$ cat src/hdl/mtc_consts.svh
`ifndef MTC_CONSTS_SVH
`define MTC_CONSTS_SVH

// ==========================================================
// register window offsets (byte offsets, word aligned)
`define MTC_OFF_TX_CONTROL 4'h0
`define MTC_OFF_TX_STATUS 4'h2
`define MTC_OFF_BANK_SELECTOR 4'he

// ==========================================================
// bank selector layout
// signature value is arbitrary, only fixed so host probes can find the window
`define MTC_BANK_SIG_VALUE 8'h5a
`define MTC_BANK_SEL_RESET 3'h0
`define MTC_BANK_SEL_MASK 16'h0007

// ==========================================================
// transmit control field positions
`define MTC_TC_TX_ENABLE 0
`define MTC_TC_LOCAL_LOOP 1
`define MTC_TC_FORCED_COL 2
`define MTC_TC_PAD_EN 7
`define MTC_TC_CRC_SUPPRESS 8
`define MTC_TC_CARRIER_MON 10
`define MTC_TC_FULL_DUPLEX 11
`define MTC_TC_STOP_SQE 12
`define MTC_TC_INT_LOOP 13
`define MTC_TC_WRITE_MASK 16'h3d87
`define MTC_TC_RESET 16'h0000

// ==========================================================
// transmit status field positions
`define MTC_TS_TX_SUCCESS 0
`define MTC_TS_LATE_COL 9
`define MTC_TS_LOST_CARRIER 10
`define MTC_TS_SQE 5
`define MTC_TS_LINK_OK 14
`define MTC_TS_UNDERRUN 15
`define MTC_TS_TX_ENABLE_VIEW 8

// ==========================================================
// framing
`define MTC_MIN_FRAME_BYTES 11'h040
`define MTC_STATUS_DEPTH 16

`endif

$ cat src/hdl/mtc_pkg.sv
package mtc_pkg;

    // host register access, one per cycle
    typedef struct packed {
        logic rd;
        logic wr;
        logic [3:0] addr;
        logic [1:0] byte_en;
        logic [15:0] wdata;
    } mtc_bus_req_t;

    // transmit engine events reported each cycle
    typedef struct packed {
        logic frame_start;
        logic frame_done;
        logic late_collision;
        logic carrier_lost;
        logic sqe_fail;
        logic underrun;
    } mtc_tx_evt_t;

    // where the serial stream is looped
    typedef enum logic [2:0] {
        MTC_LOOP_NONE,
        MTC_LOOP_PROTOCOL,
        MTC_LOOP_ENCODER_DECODER,
        MTC_LOOP_CABLE,
        MTC_LOOP_DRIVER
    } mtc_loop_t;

endpackage

$ cat src/hdl/mtc_status_mem.sv
`timescale 1ns/10ps

// ==========================================================
// small packet status store, registered read data
module mtc_status_mem
    import mtc_pkg::*;
(
    input wire logic clk,
    input wire logic we,
    input wire logic [3:0] waddr,
    input wire logic [15:0] wdata,
    input wire logic [3:0] raddr,
    output logic [15:0] rdata
);

    logic [15:0] mem_q [0:15];

    // write and read on the same edge; read shows old data on a clash
    always_ff @(posedge clk)
    begin
        if (we)
        begin
            mem_q[waddr] <= wdata;
        end
        rdata <= mem_q[raddr];
    end

endmodule

$ cat src/hdl/mtc_sync.sv
`timescale 1ns/10ps

// ==========================================================
// two flop level synchroniser
module mtc_sync
    import mtc_pkg::*;
(
    input wire logic clk,
    input wire logic reset,
    input wire logic din,
    output logic dout
);

    logic meta_q;
    logic meta_d;
    logic sync_q;
    logic sync_d;

    // first stage only feeds the second
    always_comb
    begin
        meta_d = din;
        sync_d = meta_q;
    end

    always_ff @(posedge clk or posedge reset)
    begin
        if (reset)
        begin
            meta_q <= 1'b0;
            sync_q <= 1'b0;
        end
        else
        begin
            meta_q <= meta_d;
            sync_q <= sync_d;
        end
    end

    assign dout = sync_q;

endmodule

$ cat src/hdl/mtc_tx_control.sv
`include "mtc_consts.svh"
`timescale 1ns/10ps

module mtc_tx_control
    import mtc_pkg::*;
(
    input wire logic clk,
    input wire logic reset,
    input wire mtc_bus_req_t bus_req,
    output logic [15:0] bus_rdata,
    input wire mtc_tx_evt_t tx_evt,
    input wire logic [3:0] pkt_slot,
    input wire logic packet_queued,
    input wire logic aui_select,
    input wire logic link_ok_pin,
    input wire logic link_event_irq_enable,
    input wire logic [3:0] status_raddr,
    output logic [15:0] status_rdata,
    output logic tx_run,
    output logic defer_bypass,
    output logic send_preamble_only,
    output logic send_preamble_sfd,
    output logic append_crc,
    output logic pad_short_frames,
    output logic [10:0] pad_min_bytes,
    output logic carrier_monitor_enable,
    output logic ignore_col_carrier,
    output logic accept_own_frames,
    output logic network_tx_allowed,
    output mtc_loop_t loop_mode,
    output logic link_event
);

    // ==========================================================
    // state
    logic [2:0] bank_sel_q;
    logic [2:0] bank_sel_d;
    logic [15:0] tx_ctrl_q;
    logic [15:0] tx_ctrl_d;
    logic [15:0] tx_stat_q;
    logic [15:0] tx_stat_d;
    logic [15:0] rdata_q;
    logic [15:0] rdata_d;
    logic link_prev_q;
    logic link_prev_d;
    logic link_evt_q;
    logic link_evt_d;
    logic in_frame_q;
    logic in_frame_d;
    logic link_sync;
    logic [15:0] live_status;
    logic bank_sel_hit;
    logic bank0_ok;
    logic ctrl_hit;
    logic stat_hit;
    logic tx_enable_set;
    logic fatal_err;
    logic [15:0] wmask;

    // byte enables into a bit mask
    function automatic logic [15:0] lane_mask(input logic [1:0] be);
        lane_mask = {{8{be[1]}}, {8{be[0]}}};
    endfunction

    // ==========================================================
    // link pin crosses into the clock domain
    mtc_sync u_link_sync
    (
        .clk(clk),
        .reset(reset),
        .din(link_ok_pin),
        .dout(link_sync)
    );

    // ==========================================================
    // address decode
    always_comb
    begin
        bank_sel_hit = (bus_req.addr[3:1] == 3'h7);
        bank0_ok = !bank_sel_q[2] && (bank_sel_q[1:0] == 2'h0);
        ctrl_hit = bank0_ok && (bus_req.addr[3:1] == 3'h0);
        stat_hit = bank0_ok && (bus_req.addr[3:1] == 3'h1);
        wmask = lane_mask(bus_req.byte_en);
    end

    // ==========================================================
    // bank selector and transmit control
    always_comb
    begin
        bank_sel_d = bank_sel_q;
        tx_ctrl_d = tx_ctrl_q;
        tx_enable_set = 1'b0;
        fatal_err = tx_evt.late_collision || tx_evt.underrun
            || (tx_evt.carrier_lost && tx_ctrl_q[`MTC_TC_CARRIER_MON])
            || (tx_evt.sqe_fail && tx_ctrl_q[`MTC_TC_STOP_SQE]);
        if (bus_req.wr && bank_sel_hit && bus_req.byte_en[0])
        begin
            bank_sel_d = bus_req.wdata[2:0];
        end
        if (bus_req.wr && ctrl_hit)
        begin
            // only implemented bits take writes
            tx_ctrl_d = (tx_ctrl_q & ~(wmask & `MTC_TC_WRITE_MASK))
                | (bus_req.wdata & wmask & `MTC_TC_WRITE_MASK);
            tx_enable_set = bus_req.byte_en[0] && bus_req.wdata[`MTC_TC_TX_ENABLE]
                && !tx_ctrl_q[`MTC_TC_TX_ENABLE];
        end
        // hardware clear loses to nothing but a fresh host set
        if (fatal_err && !tx_enable_set)
        begin
            tx_ctrl_d[`MTC_TC_TX_ENABLE] = 1'b0;
        end
    end

    // ==========================================================
    // frame tracking and transmit status
    always_comb
    begin
        in_frame_d = in_frame_q;
        tx_stat_d = tx_stat_q;
        if (tx_evt.frame_start)
        begin
            in_frame_d = 1'b1;
            tx_stat_d[`MTC_TS_TX_SUCCESS] = 1'b0;
        end
        if (tx_evt.frame_done)
        begin
            in_frame_d = 1'b0;
            tx_stat_d[`MTC_TS_TX_SUCCESS] = !fatal_err;
        end
        // host set of enable clears error history first, events win after
        if (tx_enable_set)
        begin
            tx_stat_d[`MTC_TS_UNDERRUN] = 1'b0;
            tx_stat_d[`MTC_TS_LATE_COL] = 1'b0;
            tx_stat_d[`MTC_TS_LOST_CARRIER] = 1'b0;
            tx_stat_d[`MTC_TS_SQE] = 1'b0;
            tx_stat_d[`MTC_TS_TX_SUCCESS] = 1'b0;
        end
        if (tx_evt.underrun)
        begin
            tx_stat_d[`MTC_TS_UNDERRUN] = 1'b1;
        end
        if (tx_evt.late_collision)
        begin
            tx_stat_d[`MTC_TS_LATE_COL] = 1'b1;
        end
        if (tx_evt.carrier_lost && tx_ctrl_q[`MTC_TC_CARRIER_MON])
        begin
            tx_stat_d[`MTC_TS_LOST_CARRIER] = 1'b1;
        end
        if (tx_evt.sqe_fail)
        begin
            tx_stat_d[`MTC_TS_SQE] = 1'b1;
        end
    end

    // live bits merged over the held completion status
    always_comb
    begin
        live_status = tx_stat_q;
        live_status[`MTC_TS_LINK_OK] = link_sync;
        live_status[`MTC_TS_TX_ENABLE_VIEW] = tx_ctrl_q[`MTC_TC_TX_ENABLE];
    end

    // ==========================================================
    // link change event
    always_comb
    begin
        link_prev_d = link_sync;
        link_evt_d = (link_sync != link_prev_q) && link_event_irq_enable;
    end

    // ==========================================================
    // read data, registered
    always_comb
    begin
        rdata_d = rdata_q;
        if (bus_req.rd)
        begin
            if (bank_sel_hit)
            begin
                rdata_d = {`MTC_BANK_SIG_VALUE, 5'h00, bank_sel_q};
            end
            else if (ctrl_hit)
            begin
                rdata_d = tx_ctrl_q;
            end
            else if (stat_hit)
            begin
                rdata_d = live_status;
            end
            else
            begin
                rdata_d = 16'h0000;
            end
        end
    end

    always_ff @(posedge clk or posedge reset)
    begin
        if (reset)
        begin
            bank_sel_q <= `MTC_BANK_SEL_RESET;
            tx_ctrl_q <= `MTC_TC_RESET;
            tx_stat_q <= 16'h0000;
            rdata_q <= 16'h0000;
            link_prev_q <= 1'b0;
            link_evt_q <= 1'b0;
            in_frame_q <= 1'b0;
        end
        else
        begin
            bank_sel_q <= bank_sel_d;
            tx_ctrl_q <= tx_ctrl_d;
            tx_stat_q <= tx_stat_d;
            rdata_q <= rdata_d;
            link_prev_q <= link_prev_d;
            link_evt_q <= link_evt_d;
            in_frame_q <= in_frame_d;
        end
    end

    // ==========================================================
    // completion status written into the packet's slot
    mtc_status_mem u_status_mem
    (
        .clk(clk),
        .we(tx_evt.frame_done),
        .waddr(pkt_slot),
        .wdata(tx_stat_d),
        .raddr(status_raddr),
        .rdata(status_rdata)
    );

    // ==========================================================
    // loopback mode decode, highest priority first
    always_comb
    begin
        if (tx_ctrl_q[`MTC_TC_INT_LOOP])
        begin
            loop_mode = MTC_LOOP_PROTOCOL;
        end
        else if (tx_ctrl_q[`MTC_TC_LOCAL_LOOP] && tx_ctrl_q[`MTC_TC_FULL_DUPLEX])
        begin
            loop_mode = MTC_LOOP_ENCODER_DECODER;
        end
        else if (!tx_ctrl_q[`MTC_TC_LOCAL_LOOP] && tx_ctrl_q[`MTC_TC_FULL_DUPLEX])
        begin
            loop_mode = aui_select ? MTC_LOOP_CABLE : MTC_LOOP_DRIVER;
        end
        else
        begin
            loop_mode = MTC_LOOP_NONE;
        end
    end

    // ==========================================================
    // transmit engine steering
    assign bus_rdata = rdata_q;
    // a frame under way finishes even after enable drops
    assign tx_run = tx_ctrl_q[`MTC_TC_TX_ENABLE] || in_frame_q;
    assign defer_bypass = tx_ctrl_q[`MTC_TC_FORCED_COL];
    assign send_preamble_only = tx_ctrl_q[`MTC_TC_FORCED_COL]
        && tx_ctrl_q[`MTC_TC_TX_ENABLE] && !packet_queued;
    assign send_preamble_sfd = tx_ctrl_q[`MTC_TC_FORCED_COL]
        && tx_ctrl_q[`MTC_TC_TX_ENABLE] && packet_queued;
    assign append_crc = !tx_ctrl_q[`MTC_TC_CRC_SUPPRESS];
    assign pad_short_frames = tx_ctrl_q[`MTC_TC_PAD_EN];
    assign pad_min_bytes = `MTC_MIN_FRAME_BYTES;
    assign carrier_monitor_enable = tx_ctrl_q[`MTC_TC_CARRIER_MON]
        && !tx_ctrl_q[`MTC_TC_LOCAL_LOOP];
    assign ignore_col_carrier = tx_ctrl_q[`MTC_TC_LOCAL_LOOP];
    assign accept_own_frames = tx_ctrl_q[`MTC_TC_FULL_DUPLEX];
    assign network_tx_allowed = !tx_ctrl_q[`MTC_TC_INT_LOOP]
        && !tx_ctrl_q[`MTC_TC_LOCAL_LOOP];
    assign link_event = link_evt_q;

endmodule

$ cat config.mk
export PLATFORM = sky130hd
export DESIGN_NAME = mtc_tx_control
export DESIGN_NICKNAME = d
export VERILOG_FILES = /design/src/hdl/mtc_pkg.sv /design/src/hdl/mtc_status_mem.sv /design/src/hdl/mtc_sync.sv /design/src/hdl/mtc_tx_control.sv
export VERILOG_INCLUDE_DIRS = /design/src /design/src/hdl
export SDC_FILE = /design/constraint.sdc
export NUM_CORES = 1
export LEC_CHECK = 0
export ABC_CLOCK_PERIOD_IN_PS = 2270
export BUFFER_PORTS_ARGS = -buffer_cell sky130_fd_sc_hd__buf_2
export CORE_ASPECT_RATIO = 0.8
export CORE_MARGIN = 3
export CORE_UTILIZATION = 31
export CTS_BUF_LIST = sky130_fd_sc_hd__clkbuf_4
export DETAILED_ROUTE_END_ITERATION = 7
export PLACE_DENSITY = 0.51
export SLEW_MARGIN = 20
export SYNTH_ARGS = -nofsm -noshare
export SYNTH_HDL_FRONTEND = slang
export SYNTH_SLANG_ARGS = --single-unit
export TNS_END_PERCENT = 100
$ cat constraint.sdc
create_clock -name clk -period 2.27 [get_ports clk]
set_clock_uncertainty 0.1 [all_clocks]
set_input_delay 0.454 -clock clk [delete_from_list [all_inputs] [get_ports clk]]
set_output_delay 0.454 -clock clk [all_outputs]
set_load 0.05 [all_outputs]
==> impl_results.md <==
* Post-synth ARST share at 0.2917
* Initial DRC count at 159
* Final period utilization at 0.9395
* Worst Min Path Start: bus_req[10]
* # DRC at 0
* Combinational Power Share at 0.180
* Largest net degree at the start of global routing at 36
* Die Width at 147.7 um
* Diodes inserted at 0
* Die H at 119.4 um
* 1st-pass router iterations at 4
* Fin nets at 462
* Critical path's slowest cell: dfrtp_1
* Global-route wire length before repair at 16,060 um
* Cell Area, Placed at 0.005570 mm2
* EDFF count, synth at 80
* Internal power at 3622 uW
* # resized after CTS at 0
* Max frequency at 468.9 MHz
* Register-to-register setup slack at 0.25 ns
* Slew Viols, Final at 0
* Psw at 1561 uW
* Global-route met2 utilization at 0.1873
* Max H-tree Level at 4
* All-Layer GR Usage at 0.1242
* Max rail drop VDD at 0.4337 mV
* Worst Path Max Fanout at 7
* Synth cell types at 45
* Hold Crit Class: in -> reg
* Routed Antenna Nets at 0
* Max stage delay on crit path at 0.51 ns
* Yosys warns at 0
* GRT Residual Overflow at 0
* Core ar. at 0.01536 mm2
* Worst skew pair latency at 0.53 ns
* CTS Buf Count at 17
* Root buffer cell: clkbuf_4
* FF-to-FF path depth at 3
* CP arrival at 1.58 ns
* Port bufs at 67
* Worst Path Required at 1.72 ns
* Switching Share at 0.3012
* Crit-path cells: inv_1 > a31o_2 > buf_2
* Core Util, Final at 0.3878
* Post-CTS Setup Bufs at 0
* Seq pwr share at 0.491
* Crit Path Class: reg -> out
* Post-Layout Inst Area at 0.005958 mm2
* Clock power share at 0.329
* Clock transition at path regs at 0.11 ns
* Status: complete, no violations
* Synth Cell Area at 0.004979 mm2
* Rel. slew slack at 0.5778
* Least-Margin Pin Slew at 0.6334 ns
* Drt total wl at 10,440 um
* Hold depth at 2
* # setup viols final at 0
* Die area at 0.01763 mm2
* FF-to-FF Start: bank_sel_q[2]$_DFFE_PP0P_
* Primary FF master, synth: edfxtp_1
* Vias per cell at 4.621
* P&R area growth vs syn at 19.68%
* Initial Util at 0.3240
* Leak pwr at 0.002255 uW
* RSZ-0062 raised after global routing: false
* Routed vias at 2,962
* Met1 Use GR at 0.1655
* Initial antenna violation count at 0
* Hpwl dp at 7189 um
* Pwr Density at 870.0 mW/mm2
* Setup crit end kind: output port
* CP startpoint kind: flop
* I/O pin count at 101
* Cells after Synth at 321
* Synth Register Bits at 120
* RR Endpoint: u_status_mem.mem_q[13][1]$_DFFE_PP_
* TritonCTS clock tree: yes
* Seq/Total Area, Yosys at 0.6786
* Clock sinks at 120
* Grt met3 use at 0.04070
* MaxCap Viol Count at 0
* Setup_tns at 0 ns
* Drt wl/cell at 16.29 um
* Grt peak-use layer: met2
* Mean Syn Cell Area at 15.51 um2
* Cts hold-fix bufs at 5
* Std cell rows at 40
* CTS Buffer Depth at 2
* Hold Violations, Final at 0
* # fillers at 1,466
* Final Critical Period at 2.133 ns
* Layout cell share with drive strength beyond 1 at 0.3596
* Final Wtd Congestion at 0.7629
* Vias in the first global route at 2,877
==> cells in the mapped netlist (4+ instances only) <==
| cell | n | area (um2) |
|---|---|---|
| mux2_2 | 13 | 146.4 |
| nor3_1 | 7 | 35.03 |
| o22ai_1 | 4 | 25.02 |
| mux4_2 | 20 | 450.4 |
| inv_1 | 10 | 37.54 |
| nor2_1 | 24 | 90.09 |
| o22a_1 | 4 | 35.03 |
| dfrtp_1 | 35 | 875.8 |
| nand3_1 | 13 | 65.06 |
| buf_4 | 25 | 187.7 |
| edfxtp_1 | 80 | 2402 |
| clkbuf_1 | 6 | 22.52 |
| dfxtp_1 | 5 | 100.1 |
| a22oi_1 | 5 | 37.54 |
| nor2b_1 | 4 | 25.02 |
| nand2_1 | 16 | 60.06 |
==> flip-flops by register name (all words and copies together) (netlist names), named ones only <==
| register | flops |
|---|---|
| bus_rdata | 13 |
| link_event | 1 |
| u_status_mem.rdata | 5 |
| u_link_sync.meta_q | 1 |
| tx_stat_q | 5 |
| tx_ctrl_q | 1 |
| link_prev_q | 1 |
| u_link_sync.dout | 1 |
| u_status_mem.mem_q | 80 |
| in_frame_q | 1 |
| bank_sel_q | 3 |
==> power by group through the flow <==
stage / clock network [uW] / registers [uW] / logic, uW
floorplan: 0 / 2750 / 548
global placement: 0 / 2590 / 923
detailed placement: 0 / 2590 / 929
CTS: 1760 / 2550 / 939
global route: 1870 / 2560 / 992
finish: 1710 / 2540 / 932
==> area by class of cell <==
| cell class | count | area (um2) | share of cell area |
|---|---|---|---|
| inverters | 10 | 37.54 | 0.006300 |
| well taps | 210 | 262.8 | 0.04410 |
| clock inverters | 12 | 177.7 | 0.02982 |
| clock buffers | 20 | 150.1 | 0.02520 |
| multi-input cells | 179 | 1416 | 0.2377 |
| flip-flops and latches | 120 | 3378 | 0.5670 |
| repair buffers | 90 | 535.5 | 0.08988 |
==> metal layers <==
layer  up-vias  share of wire
met2        84           0.48
met3        15          0.049
met4         0          0.018
met5         -              0
li1       1384              -
met1      1479           0.46
==> placed cells by master (no fill, tap or decap), types with 3 or more instances in the layout <==
cell type and n:
o22a_1 4, nor2b_1 4, o22ai_1 4, inv_1 10, bufinv_16 4, nor4b_1 3, nor4_1 3, mux2_2 13
nor3_1 6, a22oi_1 5, clkinv_4 5, mux2i_1 3, conb_1 25, nand3b_1 3, buf_4 16, nand2b_1 3
dfrtp_1 35, nand3_1 13, a21o_1 3, dfxtp_1 5, buf_2 67, nor2_1 24, mux4_2 20, dlygate4sd3_1 6
nand2_1 16, nand4_1 3, a31oi_1 3, clkbuf_4 20, edfxtp_1 80
==> how the worst max path moves through the flow <==
stage,startpoint,to,slack (ns),depth (start not counted)
after floorplan,flop,loop_mode[1],0.24,2
after global placement,bus_req[20],u_status_mem.mem_q[9][0]$_DFFE_PP_,0.12,5
after detailed placement,bus_req[20],u_status_mem.mem_q[11][1]$_DFFE_PP_,0.12,4
after CTS,flop,loop_mode[0],0.08,3
after global routing,flop,loop_mode[0],0.01,3
final,flop,loop_mode[0],0.14,3
==> cells by family after synthesis <==
logic type / Yosys count / share of synthesized area
DFF: 120 / 0.6786
and+or+nand+nor: 88 / 0.09475
buffers and inverters: 45 / 0.05529
muxes: 36 / 0.1259
AOI/OAI and AO/OA: 29 / 0.04222
other: 2 / 0.001508
xor gates and xnor gates: 1 / 0.001760
==> worst max-delay path: cells and delay by family (launching register included) <==
family	cells	cell delay [ns]
flip-flops	1	0.51
AO/OA/AOI/OAI	1	0.24
buffers and inverters	2	0.30
==> metrics by stage <==
stage | hold slack, ns | power [uW] | std cells | worst slack [ns]
detailed placement | 0.2347 | 3522 | 603 | 0.1215
global route | 0.006069 | 5422 | 641 | 0.009794
finish | 0.05717 | 5184 | 641 | 0.1374
CTS | 0.001347 | 5245 | 640 | 0.07970
floorplan | 0.2312 | 3297 | 344 | 0.2389
global placement | 0.2347 | 3511 | 603 | 0.1192
(Power assumes the default switching activity.)
